[config.mk]
export PLATFORM = sky130hd
export DESIGN_NAME = ptm_periodic_timer
export DESIGN_NICKNAME = d
export VERILOG_FILES = /design/src/design/ptm_pkg.sv /design/src/design/ptm_periodic_timer.sv
export SDC_FILE = /design/constraint.sdc
export NUM_CORES = 1
export LEC_CHECK = 0
export BUFFER_PORTS_ARGS = -buffer_cell sky130_fd_sc_hd__buf_4
export CORE_ASPECT_RATIO = 1.2
export CORE_UTILIZATION = 46
export DETAILED_ROUTE_END_ITERATION = 12
export PLACE_DENSITY_LB_ADDON = 0.3
export SYNTH_ARGS = -nofsm -noshare
export SYNTH_HDL_FRONTEND = slang
export SYNTH_SLANG_ARGS = --single-unit
[constraint.sdc]
create_clock -name aclk -period 3.75 [get_ports aclk]
set_input_delay 0.5625 -clock aclk [delete_from_list [all_inputs] [get_ports aclk]]
set_output_delay 0.5625 -clock aclk [all_outputs]
set_load 0.01 [all_outputs]
[src/design/ptm_pkg.sv]
package ptm_pkg;
    // ****************************************
    // register map (byte addresses, one word each)
    // ****************************************
    localparam logic [5:0] ADDR_CTRL0 = 6'h00; // timer_control_0
    localparam logic [5:0] ADDR_CTRL1 = 6'h04; // timer_control_1
    localparam logic [5:0] ADDR_CNTL = 6'h08; // count_low_byte
    localparam logic [5:0] ADDR_CNTH = 6'h0c; // count_high_byte
    localparam logic [5:0] ADDR_CMPAL = 6'h10; // compare_a_low_byte
    localparam logic [5:0] ADDR_CMPAH = 6'h14; // compare_a_high_byte
    localparam logic [5:0] ADDR_CMPPL = 6'h18; // compare_p_low_byte
    localparam logic [5:0] ADDR_CMPPH = 6'h1c; // compare_p_high_byte
    localparam logic [5:0] ADDR_FLAGS = 6'h20; // match flags, write one to clear
    localparam logic [5:0] ADDR_TOP = 6'h24; // first unmapped byte address

    // ****************************************
    // field positions
    // ****************************************
    localparam int C0_PAU = 7; // pause_ctrl
    localparam int C0_CKH = 6; // clock_select msb
    localparam int C0_CKL = 4; // clock_select lsb
    localparam int C0_ON = 3; // counter_on
    localparam int C1_MH = 7; // operating_mode_sel
    localparam int C1_ML = 6;
    localparam int C1_IOH = 5; // pin_function_sel
    localparam int C1_IOL = 4;
    localparam int C1_OC = 3; // output_level_ctrl
    localparam int C1_POL = 2; // output_invert
    localparam int C1_CAPTS = 1; // capture_source_sel
    localparam int C1_CCLR = 0; // clear_condition_sel
    localparam logic [7:0] C0_WMASK = 8'hf8; // low three bits unimplemented
    localparam int FLAG_A = 0;
    localparam int FLAG_P = 1;

    // ****************************************
    // reset values and encodings
    // ****************************************
    localparam logic [7:0] CTRL_RST = 8'h00;
    localparam logic [15:0] WORD_RST = 16'h0000;
    localparam logic [15:0] CNT_MAX = 16'hffff;
    localparam logic [1:0] RESP_OKAY = 2'b00;
    localparam logic [1:0] RESP_SLVERR = 2'b10;
    localparam logic [5:0] DIV4_LAST = 6'h03; // prescale wrap for sys/4
    localparam logic [5:0] DIV16_LAST = 6'h0f; // sys/16
    localparam logic [5:0] DIV64_LAST = 6'h3f; // sys/64
    localparam logic [5:0] SUB_LAST = 6'h3f; // slow clock stand-in
    localparam int SUB_DIV_W = 10; // extra stages for the slow clock
    localparam logic [9:0] SUB_LAST_HI = 10'h3ff;

    typedef enum logic [1:0] {
        PTM_MODE_CMP,
        PTM_MODE_CAP,
        PTM_MODE_PWM,
        PTM_MODE_TMR
    } ptm_mode_e;

    typedef enum logic [2:0] {
        PTM_CK_SYS4,
        PTM_CK_SYS,
        PTM_CK_H16,
        PTM_CK_H64,
        PTM_CK_SUB0,
        PTM_CK_SUB1,
        PTM_CK_EXT_RISE,
        PTM_CK_EXT_FALL
    } ptm_clk_e;

    // ****************************************
    // module state
    // ****************************************
    typedef struct packed {
        logic [7:0] ctrl0;
        logic [7:0] ctrl1;
        logic [15:0] cmp_a;
        logic [15:0] cmp_p;
        logic [15:0] count;
        logic [1:0] flags;
        logic [5:0] presc;
        logic [9:0] sub_presc;
        logic pin_lvl;
        logic [1:0] sync_ck;
        logic ck_prev;
        logic [1:0] sync_cap;
        logic cap_prev;
        logic aw_got;
        logic [5:0] aw_addr;
        logic w_got;
        logic [31:0] w_data;
        logic [3:0] w_strb;
        logic bvalid;
        logic [1:0] bresp;
        logic rvalid;
        logic [31:0] rdata;
        logic [1:0] rresp;
        logic timer_out;
    } ptm_state_s;
endpackage

[src/design/ptm_periodic_timer.sv]
// Our own choices: the placing of the registers and the AXI4-Lite slave port.
`timescale 1ns/10ps
// Behaviour
// - pause holds count, resume from held value
// - clock_select picks counter tick source
// - counter_on rise clears counter, starts count
// - counter_on fall stops counter, keeps value
// - counter_on rise restores initial output level
// - operating_mode_sel picks one of four modes
// - timer mode output unused, bits ignored
// - compare match pin action on A match
// - pwm mode pin function selection
// - capture edge selection, or disabled
// - capture source: capture pin or clock pin
// - requested equal initial means no change
// - output_level_ctrl initial level or active level
// - output_invert inverts pin signal
// - clear on A match, or P/overflow
// - overflow clear only when P is zero
// - clear select ignored outside compare/timer modes
// - counter readable as low/high bytes
// - compare A and P byte pairs, reset zero
// - two 16-bit comparators against counter
// - A match sets flag A unless A is zero outside capture; P match sets flag P unless clearing on A
module ptm_periodic_timer (
    input wire logic aclk,
    input wire logic aresetn,
    input wire logic [5:0] s_axi_awaddr,
    input wire logic s_axi_awvalid,
    output logic s_axi_awready,
    input wire logic [31:0] s_axi_wdata,
    input wire logic [3:0] s_axi_wstrb,
    input wire logic s_axi_wvalid,
    output logic s_axi_wready,
    output logic [1:0] s_axi_bresp,
    output logic s_axi_bvalid,
    input wire logic s_axi_bready,
    input wire logic [5:0] s_axi_araddr,
    input wire logic s_axi_arvalid,
    output logic s_axi_arready,
    output logic [31:0] s_axi_rdata,
    output logic [1:0] s_axi_rresp,
    output logic s_axi_rvalid,
    input wire logic s_axi_rready,
    input wire logic ext_clock_pin,
    input wire logic capture_input_pin,
    output logic timer_output_pin,
    output logic [1:0] match_flags
);
    // ****************************************
    // state and decoded fields
    // ****************************************
    ptm_pkg::ptm_state_s state_ff; // whole registered state
    ptm_pkg::ptm_state_s nxt_state; // its next value
    ptm_pkg::ptm_mode_e mode; // decoded operating mode
    ptm_pkg::ptm_clk_e ck_sel; // decoded clock source
    logic [1:0] pin_fn; // pin_function_sel
    logic on_bit; // counter_on
    logic on_rise; // rising edge of counter_on, from software or the single pulse clock pin trigger
    logic ext_rise; // synchronised clock pin rise
    logic ext_fall; // synchronised clock pin fall
    logic cap_rise; // capture source rise
    logic cap_fall; // capture source fall
    logic cap_hit; // capture trigger
    logic tick; // selected tick source pulse, counter advances only with cnt_en
    logic match_a; // comparator a equal
    logic match_p; // comparator p equal
    logic cnt_en; // counter allowed to run
    logic wr_fire; // write both halves held
    logic [7:0] wbyte; // written low byte
    logic wr_ok; // write address below ADDR_TOP
    logic [7:0] new_ctrl0; // control 0 after this write
    logic [5:0] presc_last; // prescale wrap value
    logic cleared; // counter cleared this tick
    logic pwm_act; // pwm active phase
    logic lvl_cmp; // output level before polarity, every mode
    logic [1:0] flag_set; // match flags raised this cycle

    assign mode = ptm_pkg::ptm_mode_e'(state_ff.ctrl1[ptm_pkg::C1_MH:ptm_pkg::C1_ML]);
    assign ck_sel = ptm_pkg::ptm_clk_e'(state_ff.ctrl0[ptm_pkg::C0_CKH:ptm_pkg::C0_CKL]);
    assign pin_fn = state_ff.ctrl1[ptm_pkg::C1_IOH:ptm_pkg::C1_IOL];
    assign on_bit = state_ff.ctrl0[ptm_pkg::C0_ON];
    assign wr_fire = state_ff.aw_got && state_ff.w_got && !state_ff.bvalid;
    assign wbyte = state_ff.w_data[7:0];
    assign wr_ok = state_ff.aw_addr < ptm_pkg::ADDR_TOP;

    // ****************************************
    // pin edge detection on synchronised copies
    // ****************************************
    // edges come from the second stage only
    assign ext_rise = state_ff.sync_ck[1] && !state_ff.ck_prev;
    assign ext_fall = !state_ff.sync_ck[1] && state_ff.ck_prev;
    // capture source is the capture pin or the clock pin
    always_comb begin
        if (state_ff.ctrl1[ptm_pkg::C1_CAPTS]) begin
            cap_rise = ext_rise;
            cap_fall = ext_fall;
        end else begin
            cap_rise = state_ff.sync_cap[1] && !state_ff.cap_prev;
            cap_fall = !state_ff.sync_cap[1] && state_ff.cap_prev;
        end
    end
    // capture edge choice
    always_comb begin
        unique case (pin_fn)
            2'b00: cap_hit = cap_rise;
            2'b01: cap_hit = cap_fall;
            2'b10: cap_hit = cap_rise || cap_fall;
            2'b11: cap_hit = 1'b0;
        endcase
    end

    // ****************************************
    // counter tick source
    // ****************************************
    always_comb begin
        unique case (ck_sel)
            ptm_pkg::PTM_CK_SYS4: presc_last = ptm_pkg::DIV4_LAST;
            ptm_pkg::PTM_CK_H16: presc_last = ptm_pkg::DIV16_LAST;
            ptm_pkg::PTM_CK_H64: presc_last = ptm_pkg::DIV64_LAST;
            default: presc_last = ptm_pkg::SUB_LAST;
        endcase
    end
    // pick the tick
    always_comb begin
        unique case (ck_sel)
            ptm_pkg::PTM_CK_SYS: tick = 1'b1;
            ptm_pkg::PTM_CK_SYS4, ptm_pkg::PTM_CK_H16, ptm_pkg::PTM_CK_H64: tick = state_ff.presc == presc_last;
            ptm_pkg::PTM_CK_SUB0, ptm_pkg::PTM_CK_SUB1:
                tick = state_ff.presc == presc_last && state_ff.sub_presc == ptm_pkg::SUB_LAST_HI;
            ptm_pkg::PTM_CK_EXT_RISE: tick = ext_rise;
            ptm_pkg::PTM_CK_EXT_FALL: tick = ext_fall;
        endcase
    end

    // comparators on all sixteen bits
    assign match_a = state_ff.count == state_ff.cmp_a;
    assign match_p = state_ff.count == state_ff.cmp_p;
    // runs only while on and not paused
    assign cnt_en = on_bit && !state_ff.ctrl0[ptm_pkg::C0_PAU];

    // pwm active while below duty, duty over period gives full on
    assign pwm_act = state_ff.count < state_ff.cmp_a;

    // ****************************************
    // output pin: level, then polarity
    // ****************************************
    always_comb begin
        unique case (mode)
            ptm_pkg::PTM_MODE_PWM: begin
                // pwm function select; active level per output_level_ctrl
                unique case (pin_fn)
                    2'b00: lvl_cmp = !state_ff.ctrl1[ptm_pkg::C1_OC];
                    2'b01: lvl_cmp = state_ff.ctrl1[ptm_pkg::C1_OC];
                    2'b10: lvl_cmp = pwm_act ? state_ff.ctrl1[ptm_pkg::C1_OC] : !state_ff.ctrl1[ptm_pkg::C1_OC];
                    2'b11: lvl_cmp = state_ff.pin_lvl;
                endcase
            end
            // timer mode leaves the pin at low, control bits ignored
            ptm_pkg::PTM_MODE_TMR: lvl_cmp = 1'b0;
            default: lvl_cmp = state_ff.pin_lvl;
        endcase
    end

    // ****************************************
    // next state
    // ****************************************
    always_comb begin
        nxt_state = state_ff;
        cleared = 1'b0;
        new_ctrl0 = state_ff.ctrl0;
        on_rise = 1'b0;
        flag_set = '0;
        // two-stage synchronisers, edge history from stage two
        nxt_state.sync_ck = {state_ff.sync_ck[0], ext_clock_pin};
        nxt_state.ck_prev = state_ff.sync_ck[1];
        nxt_state.sync_cap = {state_ff.sync_cap[0], capture_input_pin};
        nxt_state.cap_prev = state_ff.sync_cap[1];
        // free prescaler
        if (state_ff.presc == presc_last) begin
            nxt_state.presc = '0;
            nxt_state.sub_presc = state_ff.sub_presc + 10'h001;
        end else begin
            nxt_state.presc = state_ff.presc + 6'h01;
        end

        // counting, clearing and matches
        if (cnt_en && tick) begin
            // flag a on match unless compare a is zero outside capture; flag p on match unless clearing on a
            if (match_a && !(mode != ptm_pkg::PTM_MODE_CAP && state_ff.cmp_a == ptm_pkg::WORD_RST)) begin
                flag_set[ptm_pkg::FLAG_A] = 1'b1;
            end
            if (match_p && !((mode == ptm_pkg::PTM_MODE_CMP || mode == ptm_pkg::PTM_MODE_TMR)
                    && state_ff.ctrl1[ptm_pkg::C1_CCLR])) begin
                flag_set[ptm_pkg::FLAG_P] = 1'b1;
            end
            unique case (mode)
                ptm_pkg::PTM_MODE_CMP, ptm_pkg::PTM_MODE_TMR: begin
                    // clear source choice
                    if (state_ff.ctrl1[ptm_pkg::C1_CCLR]) begin
                        cleared = match_a;
                    end else begin
                        // overflow wrap only counts when p is zero
                        cleared = (match_p && state_ff.cmp_p != ptm_pkg::WORD_RST)
                            || (state_ff.count == ptm_pkg::CNT_MAX && state_ff.cmp_p == ptm_pkg::WORD_RST);
                    end
                    if (match_a && mode == ptm_pkg::PTM_MODE_CMP) begin
                        // compare pin action; equal to current level keeps it
                        unique case (pin_fn)
                            2'b00: nxt_state.pin_lvl = state_ff.pin_lvl;
                            2'b01: nxt_state.pin_lvl = 1'b0;
                            2'b10: nxt_state.pin_lvl = 1'b1;
                            2'b11: nxt_state.pin_lvl = !state_ff.pin_lvl;
                        endcase
                    end
                end
                // other modes ignore clear select, clear on p, except pwm single pulse which never clears
                ptm_pkg::PTM_MODE_PWM: begin
                    cleared = match_p && state_ff.cmp_p != ptm_pkg::WORD_RST && pin_fn != 2'b11;
                    if (pin_fn == 2'b11 && match_a) begin
                        // single pulse trailing edge turns itself off
                        nxt_state.pin_lvl = !state_ff.ctrl1[ptm_pkg::C1_OC];
                        new_ctrl0[ptm_pkg::C0_ON] = 1'b0;
                    end
                end
                ptm_pkg::PTM_MODE_CAP: begin
                    cleared = match_p && state_ff.cmp_p != ptm_pkg::WORD_RST;
                end
            endcase
            nxt_state.count = cleared ? ptm_pkg::WORD_RST : state_ff.count + 16'h0001;
        end
        // capture latches count into compare a
        if (mode == ptm_pkg::PTM_MODE_CAP && on_bit && cap_hit) begin
            nxt_state.cmp_a = state_ff.count;
            flag_set[ptm_pkg::FLAG_A] = 1'b1;
        end
        // single pulse: clock pin edge switches the counter on
        if (mode == ptm_pkg::PTM_MODE_PWM && pin_fn == 2'b11 && !on_bit && ext_rise) begin
            new_ctrl0[ptm_pkg::C0_ON] = 1'b1;
        end

        // ---- axi write channel ----
        if (s_axi_awvalid && !state_ff.aw_got) begin
            nxt_state.aw_got = 1'b1;
            nxt_state.aw_addr = s_axi_awaddr;
        end
        if (s_axi_wvalid && !state_ff.w_got) begin
            nxt_state.w_got = 1'b1;
            nxt_state.w_data = s_axi_wdata;
            nxt_state.w_strb = s_axi_wstrb;
        end
        if (wr_fire) begin
            nxt_state.aw_got = 1'b0;
            nxt_state.w_got = 1'b0;
            nxt_state.bvalid = 1'b1;
            nxt_state.bresp = wr_ok ? ptm_pkg::RESP_OKAY : ptm_pkg::RESP_SLVERR;
            if (wr_ok && state_ff.w_strb[0]) begin
                unique case (state_ff.aw_addr)
                    // low bits unimplemented
                    ptm_pkg::ADDR_CTRL0: new_ctrl0 = wbyte & ptm_pkg::C0_WMASK;
                    ptm_pkg::ADDR_CTRL1: nxt_state.ctrl1 = wbyte;
                    ptm_pkg::ADDR_CMPAL: nxt_state.cmp_a[7:0] = wbyte;
                    ptm_pkg::ADDR_CMPAH: nxt_state.cmp_a[15:8] = wbyte;
                    ptm_pkg::ADDR_CMPPL: nxt_state.cmp_p[7:0] = wbyte;
                    ptm_pkg::ADDR_CMPPH: nxt_state.cmp_p[15:8] = wbyte;
                    // write one clears; a same-cycle set wins
                    ptm_pkg::ADDR_FLAGS: nxt_state.flags = state_ff.flags & ~wbyte[1:0];
                    default: ;
                endcase
            end
        end
        if (state_ff.bvalid && s_axi_bready) begin
            nxt_state.bvalid = 1'b0;
        end

        // counter_on edge: clear and restore initial level
        on_rise = !on_bit && new_ctrl0[ptm_pkg::C0_ON];
        if (on_rise) begin
            nxt_state.count = ptm_pkg::WORD_RST;
            if (mode == ptm_pkg::PTM_MODE_CMP) begin
                nxt_state.pin_lvl = state_ff.ctrl1[ptm_pkg::C1_OC];
            end else if (mode == ptm_pkg::PTM_MODE_PWM) begin
                // single pulse leading edge is the active level
                nxt_state.pin_lvl = pin_fn == 2'b11 ? state_ff.ctrl1[ptm_pkg::C1_OC]
                    : !state_ff.ctrl1[ptm_pkg::C1_OC];
            end
        end else if (mode == ptm_pkg::PTM_MODE_PWM && pin_fn == 2'b11 && on_bit && !new_ctrl0[ptm_pkg::C0_ON]) begin
            // software turned off during the pulse: trailing edge
            nxt_state.pin_lvl = !state_ff.ctrl1[ptm_pkg::C1_OC];
        end
        nxt_state.ctrl0 = new_ctrl0;
        // match events land after any clear, so they win
        nxt_state.flags = nxt_state.flags | flag_set;

        // ---- axi read channel ----
        if (s_axi_arvalid && !state_ff.rvalid) begin
            nxt_state.rvalid = 1'b1;
            nxt_state.rresp = ptm_pkg::RESP_OKAY;
            nxt_state.rdata = '0;
            unique case (s_axi_araddr)
                ptm_pkg::ADDR_CTRL0: nxt_state.rdata[7:0] = state_ff.ctrl0;
                ptm_pkg::ADDR_CTRL1: nxt_state.rdata[7:0] = state_ff.ctrl1;
                ptm_pkg::ADDR_CNTL: nxt_state.rdata[7:0] = state_ff.count[7:0];
                ptm_pkg::ADDR_CNTH: nxt_state.rdata[7:0] = state_ff.count[15:8];
                ptm_pkg::ADDR_CMPAL: nxt_state.rdata[7:0] = state_ff.cmp_a[7:0];
                ptm_pkg::ADDR_CMPAH: nxt_state.rdata[7:0] = state_ff.cmp_a[15:8];
                ptm_pkg::ADDR_CMPPL: nxt_state.rdata[7:0] = state_ff.cmp_p[7:0];
                ptm_pkg::ADDR_CMPPH: nxt_state.rdata[7:0] = state_ff.cmp_p[15:8];
                ptm_pkg::ADDR_FLAGS: nxt_state.rdata[1:0] = state_ff.flags;
                default: nxt_state.rresp = ptm_pkg::RESP_SLVERR;
            endcase
        end else if (state_ff.rvalid && s_axi_rready) begin
            nxt_state.rvalid = 1'b0;
        end

        // polarity last
        nxt_state.timer_out = lvl_cmp ^ (state_ff.ctrl1[ptm_pkg::C1_POL] && mode != ptm_pkg::PTM_MODE_TMR);
    end

    // ****************************************
    // state register
    // ****************************************
    always_ff @(posedge aclk) begin
        if (!aresetn) begin
            state_ff <= '0;
        end else begin
            state_ff <= nxt_state;
        end
    end

    // ****************************************
    // outputs
    // ****************************************
    assign s_axi_awready = !state_ff.aw_got;
    assign s_axi_wready = !state_ff.w_got;
    assign s_axi_bvalid = state_ff.bvalid;
    assign s_axi_bresp = state_ff.bresp;
    assign s_axi_arready = !state_ff.rvalid;
    assign s_axi_rvalid = state_ff.rvalid;
    assign s_axi_rdata = state_ff.rdata;
    assign s_axi_rresp = state_ff.rresp;
    assign timer_output_pin = state_ff.timer_out;
    assign match_flags = state_ff.flags;

    // ****************************************
    // checks
    // ****************************************
    a_pause_hold: assert property (@(posedge aclk) disable iff (!aresetn)
        state_ff.ctrl0[ptm_pkg::C0_PAU] && on_bit && !on_rise |=> state_ff.count == $past(state_ff.count))
        else $error("count moved while paused");
    a_on_clear: assert property (@(posedge aclk) disable iff (!aresetn)
        on_rise |=> state_ff.count == ptm_pkg::WORD_RST)
        else $error("count not cleared on enable");
    a_off_hold: assert property (@(posedge aclk) disable iff (!aresetn)
        !on_bit && !on_rise |=> $stable(state_ff.count))
        else $error("count moved while off");
    a_cmp_init: assert property (@(posedge aclk) disable iff (!aresetn)
        on_rise && mode == ptm_pkg::PTM_MODE_CMP |=> state_ff.pin_lvl == $past(state_ff.ctrl1[ptm_pkg::C1_OC]))
        else $error("initial level not restored");
    a_pol_out: assert property (@(posedge aclk) disable iff (!aresetn)
        mode == ptm_pkg::PTM_MODE_CMP && $stable(mode) && $stable(state_ff.ctrl1)
        |=> timer_output_pin == ($past(state_ff.pin_lvl) ^ $past(state_ff.ctrl1[ptm_pkg::C1_POL])))
        else $error("polarity wrong");
    a_flag_a: assert property (@(posedge aclk) disable iff (!aresetn)
        cnt_en && tick && match_a && state_ff.cmp_a != ptm_pkg::WORD_RST |=> state_ff.flags[ptm_pkg::FLAG_A])
        else $error("flag a missed");
    a_compare_a_value_clr: assert property (@(posedge aclk) disable iff (!aresetn)
        mode == ptm_pkg::PTM_MODE_CMP && state_ff.ctrl1[ptm_pkg::C1_CCLR] && cnt_en && tick && match_a && !on_rise
        |=> state_ff.count == ptm_pkg::WORD_RST)
        else $error("no clear on a match");
    a_ovf_clr: assert property (@(posedge aclk) disable iff (!aresetn)
        cnt_en && tick && !on_rise && state_ff.count == ptm_pkg::CNT_MAX && state_ff.cmp_p == ptm_pkg::WORD_RST
        && mode == ptm_pkg::PTM_MODE_CMP && !state_ff.ctrl1[ptm_pkg::C1_CCLR] |=> state_ff.count == ptm_pkg::WORD_RST)
        else $error("no overflow clear with p zero");
    a_rsv_zero: assert property (@(posedge aclk) disable iff (!aresetn)
        state_ff.ctrl0[2:0] == 3'h0)
        else $error("reserved bits set");
endmodule

==> results.md, run 1 <==
- Setup violators final: 0
- # rows: 46
- ANT cells: 0
- Final TNS setup: 0 ps
- Fin util: 54.3%
- Io pins: 101
- Vias/cell: about 6
- Area grow syn2layout: 13.8%
- Status: finished, final reports clean
- # hold bufs at CTS: 0
- DRT iter0 DRCs: 550
- Post-synth EDFFs: 0
- Wire per inst: approximately 19 um
- F_max: between 300 and 400 MHz
- Drc violations: 0
- Nets@finish: between 800 and 900
- Rel. slew slack: 34.5%
- Total gr overflow: 0
- Cell area after placement: 0.00670 mm2
- Synth Flop Type: dfxtp_1
- Final Hold Viols: 0
- CTS Root Cell: clkbuf_16
- WS Path Type: reg2reg
- Layout cells sized above 1: 12.4%
- Largest net degree at the start of global routing: 52
- Clock skew: a little under 10 ps
- CP max stage cell: or4_1
- Most frequent cells in the layout: 124 x nor2_1, 116 x dfxtp_1, 57 x buf_4
- CP endpoint kind: flip-flop
- P per Cell Area: between 400 and 500 mW/mm2
- Most common cell on crit path: or4_1
- Hold WS: between 300 and 400 ps
- IO buf count: 47
- Slowest stage delay, CP: around 740 ps
- CTS Sinks: about 120
- Die Span Y: 131 um
- CP startpoint kind: flip-flop
- Synth Cell Area: between 0.006 and 0.007 mm2
- RSZ-0062 raised after global routing: false
- Cells after synthesis: 762
- TritonCTS Buffers: 17
- Most common cell after layout, fill and taps aside: nor2_1
- Post-route ant nets: 0
- Initial DRT Pass Iterations: 5
- Post-DP HPWL: around 13 mm
- Post-CTS Resized: 0
- Max Slew Vio Count: 0
- #FFs+latches synth: about 120
- Die area: 0.0144 mm2
- Crit path DAT: approximately 3400 ps
- Core area: approximately 0.013 mm2
- Cell area after layout: 0.00728 mm2
- WL final: about 18 mm
- Worst hold-check path type: in2reg
- Worst Path Max Fanout: 7
- Data required, critical path: just over 4000 ps
- YS warnings: 0
- Total via count in the routed design: approximately 5.7k
- VDD IR max: 0.322 mV
- First-pass GRT wire length: approximately 29 mm
- Syn_area_per_cell: around 8.4 um2
- Initial antenna violation count: 0
- Final period util: a little over four fifths
- Clock latency at the later pin of the worst-skew pair: 430 ps
- Ys async rst share: 0%
- Number of H-tree levels: 4
- Clk slew on worst S/H paths: 60 ps
- Minimum clock period: 3120 ps
- TritonCTS clock tree: done
- Worst-path cell chain: inv_1, ha_1, nand4_1, or4_1, or4_1, a211oi_2, nor4_1, o41ai_1, o221ai_1
- Initial Util: 47.7%
- Placer Congestion: ~0.93
- # Max-Cap Violations: 0
- GRT Total Usage: a little over a quarter
- Die X: about 110 um
- Dpl ws: between 700 and 800 ps
- Post-CTS Setup Inserts: 0
- Slew @ Worst Pin: around 1000 ps
- Unique masters post-synth: between 60 and 70
- Seq/Total Area, Yosys: roughly 36%
- Leakage power: between 2 and 3 nW
- Clk buf depth: 2
- Vias in the first global route: 5383
- Worst setup margin: 629 ps
-- routing by layer --
metal / GRT usage, % / vias up / routed length, um
met2: 42.0 / 213 / 8710
li1: - / 2696 / -
met5: 0 / - / 0
met3: 6.20 / 36 / 1160
met4: 10.3 / 0 / 472
met1: 34.4 / 2722 / 7650
-- cells in the mapped netlist (2+ instances only) --
cell	count	area, um2
a41oi_1	2	17.5
and2_1	8	50.1
mux2i_1	53	531
a211oi_1	22	165
a22oi_1	35	263
nor4_1	19	119
o21ai_0	4	20.0
o21ai_1	5	25.0
nor2_1	124	465
and3_1	6	37.5
buf_2	5	25.0
o22ai_1	2	12.5
nand3_1	16	80.1
ha_1	24	300
nand4_1	17	106
o41ai_1	3	26.3
nor2b_1	10	62.6
o211ai_1	3	22.5
clkbuf_1	28	105
xnor2_1	20	175
nor3_1	19	95.1
nand2_1	51	191
xor2_1	24	210
a21oi_1	25	125
inv_1	27	101
nand2b_1	6	37.5
and4_1	4	35.0
buf_1	2	7.51
dfxtp_1	116	2320
a21o_1	2	15.0
buf_4	39	293
o21a_1	3	22.5
nand4b_1	2	17.5
nor4b_1	2	17.5
or4_1	3	22.5
nand3b_1	4	30.0
-- path summary, 6_finish.rpt --
kind              depth (start not counted)       endpoint          start  slack [ps]
hold / removal                            2   s_axi_rvalid   s_axi_rready         330
setup / recovery                          9   state_ff[89]  state_ff[151]         630
setup reg to reg                          9   state_ff[89]  state_ff[151]         630
hold reg to reg                           1  nxt_state[86]  nxt_state[88]         440
-- metrics by stage --
| step | total power [mW] | cells |
|---|---|---|
| after floorplan | 1.41 | 787 |
| after global placement | 1.44 | 938 |
| after detailed placement | 1.45 | 938 |
| after CTS | 3.03 | 969 |
| after global routing | 3.12 | 969 |
| final | 3.02 | 969 |
-- sequential cells by signal (all words and copies together), names as in the netlist, 2 cells and up --
signal	count
state_ff	89
s_axi_rdata	8
nxt_state	4
ck_sel	3
match_flags	2
mode	2
pin_fn	2
-- critical path: cells and delay by family (launching register included) --
family	cells	cell delay, ps
flip-flops	1	410
adder cells (fa/ha/maj)	1	320
AND/OR/NAND/NOR	4	1600
buffers and inverters	1	70
AO/OA/AOI/OAI	3	580
-- kinds of logic after synthesis --
kind of cell | count (synthesis) | synth area share, %
adders and majority gates | 24 | 4.69
AOI/OAI and AO/OA | 121 | 13.4
and+or+nand+nor | 301 | 22.8
other | 1 | 0.0586
buffers and inverters | 101 | 8.31
xor gates and xnor gates | 44 | 6.02
DFF | 116 | 36.3
muxes | 54 | 8.47
-- power breakdown --
| part | leakage (nW) | internal (mW) | total [mW] | switching (mW) |
|---|---|---|---|---|
| clock | 0.280 | 0.980 | 1.60 | 0.618 |
| sequential | 0.939 | 1.25 | 1.28 | 0.0286 |
| combinational | 1.67 | 0.0564 | 0.142 | 0.0851 |
-- layout make-up --
cell class / count / area, um2
clock buffers: 17 / 425
clock inverters: 14 / 155
fillers: 1230 / 6130
inverters: 27 / 101
multi-input cells: 570 / 3640
flip-flops and latches: 116 / 2320
well taps: 168 / 210
repair buffers: 57 / 428
Note: power is estimated with default switching activity, not from simulation.
==> run 2: changes to the inputs <==
Clock period 3.75 ns to 2.8 ns, I/O delays scaled along.
==> run 2 against run 1 <==
Net effect: critical endpoint unchanged; routed wire length increased by 2.3%; clock-buffer cell count increased by 2; sequential cell count unchanged; worst hold slack got worse by 150 ps; register-to-register slack got worse by 560 ps; power increased by 41%; die area unchanged; non-clock buffer count increased by 35; setup slack got worse by 560 ps; global-route usage increased by 0.58 points.
==> results.md, run 2 (synthesis results as in run 1) <==
- Status: finished, final reports clean
- First-pass GRT wire length: 29.4 mm (+2.0%)
- Combinational Power Share: 4.6% (about the same)
- F_max: 366 MHz (+14%)
- CP startpoint kind: flip-flop
- Number of H-tree levels: 4 (unchanged)
- Max Slew Vio Count: 0 (unchanged)
- TritonCTS clock tree: done
- Rel. slew slack: 37.3% (+2.8 points)
- Slew @ Worst Pin: 932 ps (-41.5 ps)
- Initial antenna violation count: 0 (unchanged)
- Die X: 110 um (unchanged)
- Drc violations: 0 (unchanged)
- Largest register FFs: 89 (unchanged)
- Clock latency at the later pin of the worst-skew pair: 430 ps (about the same)
- CP endpoint kind: flip-flop
- Total via count in the routed design: 5797 (+2.3%)
- Clk buf depth: 2 (unchanged)
- Setup violators final: 0 (unchanged)
- P per Cell Area: 554 mW/mm2 (+34%)
- Final TNS setup: 0 ps (unchanged)
- Largest net degree at the start of global routing: 62 (+19%)
- GRT Total Usage: 27.1% (+0.58 points)
- Clock skew: 11.3 ps (+1.56 ps)
- Minimum clock period: 2730 ps (-391 ps)
- VDD IR max: 0.369 mV (+15%)
- WS Path Type: reg2reg
- Clk slew on worst S/H paths: 60 ps (about the same)
- Post-DP HPWL: 13.7 mm (+2.9%)
- P_int: 3.29 mW (+43%)
- DRT iter0 DRCs: 418 (-24%)
- WL final: 18.4 mm (+2.3%)
- # rows: 46 (unchanged)
- Die area: 0.0144 mm2 (unchanged)
- Vias/cell: 5.77 (-1.4%)
- Layout cells sized above 1: 17.6% (+5.2 points)
- Most common cell after layout, fill and taps aside: nor2_1
- Initial DRT Pass Iterations: 5 (unchanged)
- Cell area after placement: 0.00698 mm2 (+4.2%)
- Seq pwr share: 40.3% (-2.2 points)
- ANT cells: 0 (unchanged)
- Sw frac: 23.1% (-1.1 points)
- Vias in the first global route: 5493 (+2.0%)
- Die Span Y: 131 um (unchanged)
- Data required, critical path: 3080 ps (-950 ps)
- Cell area after layout: 0.00771 mm2 (+5.9%)
- Clock power frac: 55.2% (+2.3 points)
- Worst Path Max Fanout: 3 (-4)
- IO buf count: 47 (unchanged)
- CTS Root Cell: clkbuf_16
- Most frequent cells in the layout: 123 x nor2_1, 111 x dfxtp_1, 90 x buf_4
- Final period util: 97.5% (+14 points)
- M1 GR Usage: 34.5% (+0.10 points)
- TritonCTS Buffers: 17 (unchanged)
- Wire per inst: 18.3 um (-1.4%)
- Crit path DAT: 3010 ps (-390 ps)
- Top reg by flops: state_ff
- Io pins: 101 (unchanged)
- Grt peak-use layer: met2
- Post-route ant nets: 0 (unchanged)
- Final Hold Viols: 0 (unchanged)
- Area grow syn2layout: 20.5%
- GRT met2 Usage: 42.8% (+0.80 points)
- Net Sw Power: 0.989 mW (+35%)
- Nets@finish: 905 (+4.0%)
- Met3 GRT Util: 6.25% (+0.050 points)
- Worst hold-check path type: in2reg
- # hold bufs at CTS: 0 (unchanged)
- Placer Congestion: 0.984 (+6.0%)
- CTS Sinks: 116 (unchanged)
- Total gr overflow: 0 (unchanged)
- Reg2reg setup slack: 70 ps (-560 ps)
- Initial Util: 47.7% (unchanged)
- Core area: 0.0134 mm2 (unchanged)
- # Max-Cap Violations: 0 (unchanged)
- Leakage power: 3.12 nW (+8.0%)
## run 2: cell types whose count changed in the layout (fill, tap and decap cells not counted), sizes merged
cell,delta
inv,+1
clkbuf,+2
buf,+35
bufinv,+2
clkinv,-4
## run 2: what timing repair did
action / 4_1_cts / 5_1_grt
endpoints found under the hold margin: 0 / 0
pin swaps: 1 / 5
setup buffers: 0 / 1
gates cloned: 0 / 0
endpoints found under the setup margin: 1 / 1
gates resized for setup: 0 / 16
## run 2: final cells by class
type                    instances  area, um2
fillers                      1217       5700
multi-input cells             570       3710
flip-flops and latches        116       2330
repair buffers                 92        716
clock buffers                  19        443
well taps                     168        210
clock inverters                13        196
inverters                      27        101
## run 2: through the flow
stage	std cells	setup slack (ps)	total power [mW]	hold slack [ps]	util (%)
after floorplan	787	117	1.89	412	-
after global placement	972	64.6	1.94	414	52.1
after detailed placement	972	-15.8	1.95	423	52.1
after CTS	1004	31.6	4.29	169	56.8
after global routing	1005	-14.9	4.41	167	57.5
final	1005	70.5	4.27	178	57.5
## run 2: worst max-delay path: stages (launching register included)
cell and delay, ps:
dfxtp_2 340, inv_1 50, ha_1 280, nand4_1 150, or4_4 550, or4_4 540
a211oi_4 290, nor2_2 80, o211ai_1 160, o221ai_1 130
## run 2: power by group through the flow
stage,combinational [mW],clock (mW),sequential (mW)
floorplan,0.152,0,1.74
global placement,0.189,0,1.76
detailed placement,0.195,0,1.76
CTS,0.196,2.37,1.72
global route,0.222,2.46,1.72
finish,0.196,2.36,1.72
## run 2: path summary, 6_finish.rpt
kind,startpoint,endpoint,cells past startpoint
setup reg to reg,state_ff[151],state_ff[89],9
hold reg to reg,nxt_state[88],nxt_state[86],1
setup / recovery,state_ff[151],state_ff[89],9
hold / removal,s_axi_rready,s_axi_rvalid,2
## run 2: layer usage
layer / share of wire, % / vias to the layer above
met2: 47 / 231
li1: - / 2756
met1: 43 / 2765
met3: 6.2 / 45
met4: 3.8 / 0
met5: 0 / -
==> run 3: changes to the inputs <==
--- a/config.mk
+++ b/config.mk
@@ -9,4 +9,5 @@
 export CORE_ASPECT_RATIO = 1.2
 export CORE_UTILIZATION = 46
+export CTS_BUF_LIST = sky130_fd_sc_hd__clkbuf_16
 export DETAILED_ROUTE_END_ITERATION = 12
 export PLACE_DENSITY_LB_ADDON = 0.3
==> constraint.sdc (replaced) <==
create_clock -name aclk -period 3.2 [get_ports aclk]
set_input_delay 0.64 -clock aclk [delete_from_list [all_inputs] [get_ports aclk]]
set_output_delay 0.64 -clock aclk [all_outputs]
set_load 0.01 [all_outputs]
==> run 3 against run 2 <==
Net effect: core utilization shrank 2.5 points; cell count shrank 2.1%; largest power group unchanged; largest cell class unchanged; register-to-register slack gained 200 ps; highest routed layer unchanged; routed wire length shrank 1.4%; sequential cell count is the same; combinational power shrank 15%; critical endpoint unchanged; die area is the same.
==> results.md, run 3 (synthesis results as in run 1) <==
- Total gr overflow: 0 (unchanged)
- Final Hold Viols: 0 (unchanged)
- Die Span Y: 131 um (unchanged)
- Vias in the first global route: 5192 (-5.5%)
- CTS Root Cell: clkbuf_16
- GRT Total Usage: 26.3% (-0.74 points)
- Clk slew on worst S/H paths: 60 ps (about the same)
- F_max: 342 MHz (-6.7%)
- P per Cell Area: 471 mW/mm2 (-15%)
- CTS Sinks: 116 (unchanged)
- ANT cells: 0 (unchanged)
- Post-CTS Resized: 0 (unchanged)
- First-pass GRT wire length: 28.3 mm (-3.6%)
- Worst-path cell chain: inv_1, ha_1, nand4_1, or4_1, or4_1, a211oi_2, nor2_1, o211ai_1, o221ai_1
- Initial antenna violation count: 0 (unchanged)
- Die X: 110 um (unchanged)
- Total via count in the routed design: 5663 (-2.3%)
- Final TNS setup: 0 ps (unchanged)
- Initial Util: 47.7% (unchanged)
- Hold Path Stages: 2 (unchanged)
- Final Instance Count excl. Fillers: 984 (-2.1%)
- # Max-Cap Violations: 0 (unchanged)
- Post-route ant nets: 0 (unchanged)
- CP max stage cell: or4_1
- TritonCTS clock tree: done
- Status: finished, final reports clean
- IO buf count: 47 (unchanged)
- # hold bufs at CTS: 0 (unchanged)
- VDD IR max: 0.332 mV (-10%)
- Worst R2R Path Depth: 9 (unchanged)
- RSZ-0062 raised after global routing: false
- TritonCTS Buffers: 17 (unchanged)
- Reg-to-reg startpoint: state_ff[151]
- Worst hold-check path type: in2reg
- WS Path Type: reg2reg
- Reg2reg setup slack: 280 ps (+200 ps)
- Vias/cell: 5.76 (-0.23%)
- Slew @ Worst Pin: 964 ps (+32.0 ps)
- Layout cells sized above 1: 13.7% (-3.8 points)
- Clock latency at the later pin of the worst-skew pair: 420 ps (about the same)
- Clock skew: 10.1 ps (-1.22 ps)
- Leakage power: 2.96 nW (-5.1%)
- Post-DP HPWL: 13.6 mm (-0.39%)
- Clk buf depth: 2 (unchanged)
- Placer Congestion: 0.957 (-2.7%)
- Cell area after placement: 0.00682 mm2 (-2.3%)
- Largest net degree at the start of global routing: 51 (-18%)
- Cell area after layout: 0.00738 mm2 (-4.4%)
- Slowest stage delay, CP: 590 ps (+40 ps)
- Rel. slew slack: 35.2% (-2.2 points)
- Overall Power: 3.48 mW (-19%)
- Top reg by flops: state_ff
- CP startpoint kind: flip-flop
- Most frequent cells in the layout: 124 x nor2_1, 116 x dfxtp_1, 70 x buf_4
- Final period util: 91.4% (-6.1 points)
- Minimum clock period: 2920 ps (+195 ps)
- Area grow syn2layout: 15.3%
- Data required, critical path: 3470 ps (+390 ps)
- Max Slew Vio Count: 0 (unchanged)
- Placed Cells: 952 (-2.1%)
- # rows: 46 (unchanged)
- WL final: 18.1 mm (-1.4%)
- Hold endpoint: s_axi_rvalid
- CP endpoint kind: flip-flop
- Io pins: 101 (unchanged)
- DRT iter0 DRCs: 495 (+18%)
- Wire per inst: 18.4 um (+0.69%)
- R2R Path End: state_ff[89]
- Initial DRT Pass Iterations: 5 (unchanged)
- Number of H-tree levels: 4 (unchanged)
- Core area: 0.0134 mm2 (unchanged)
- Drc violations: 0 (unchanged)
- Largest register FFs: 89 (unchanged)
- Hold WS: 400 ps (+221 ps)
- Die area: 0.0144 mm2 (unchanged)
- Most common cell on crit path: or4_1
- Hold_sp: s_axi_rready
- Crit path DAT: 3200 ps (+190 ps)
- Post-CTS Setup Inserts: 0 (unchanged)
- Worst Path Max Fanout: 4 (+1)
- Most common cell after layout, fill and taps aside: nor2_1
- Setup violators final: 0 (unchanged)
- Nets@finish: 884 (-2.3%)
## run 3: worst max path at each step
stage | start | end | slack (ps) | depth (start not counted)
floorplan | state_ff[151] | state_ff[89] | 520 | 10
global route | state_ff[151] | state_ff[89] | 110 | 9
global placement | state_ff[151] | state_ff[89] | 380 | 9
finish | state_ff[151] | state_ff[89] | 280 | 9
CTS | state_ff[151] | state_ff[89] | 290 | 9
detailed placement | state_ff[151] | state_ff[89] | 330 | 9
## run 3: worst max-delay path, delay by kind of cell, from the launching register on
family / cells / cell delay (ps)
fa+ha+maj: 1 / 310
flops: 1 / 380
buf+inv: 1 / 60
simple gates: 4 / 1400
compound gates: 3 / 620
## run 3: per-layer routing
metal | vias to the layer above | global-route usage (%) | routed length, um | part of all wire (%)
met4 | 0 | 11.3 | 549 | 3.0
li1 | 2719 | - | - | -
met5 | - | 0 | 0 | 0
met2 | 210 | 42.2 | 8600 | 47
met3 | 48 | 5.75 | 1010 | 5.5
met1 | 2686 | 33.6 | 7990 | 44
## run 3: final cells by class
| type | count | area, um2 |
|---|---|---|
| Clock buffer | 17 | 425 |
| Clock inverter | 15 | 133 |
| Fill cell | 1258 | 6030 |
| Inverter | 27 | 101 |
| Multi-Input combinational cell | 570 | 3640 |
| Sequential cell | 116 | 2320 |
| Tap cell | 168 | 210 |
| Timing Repair Buffer | 71 | 546 |
## run 3: power by group
part	internal [mW]	switching (mW)
registers	1.47	0.0327
logic	0.0685	0.0986
clock network	1.07	0.737
## run 3: stage by stage
stage	utilization (%)	setup WS, ps
6_report	55.0	275
4_1_cts	55.0	292
5_1_grt	55.0	114
2_1_floorplan	-	517
3_5_place_dp	50.8	331
3_3_place_gp	50.8	380
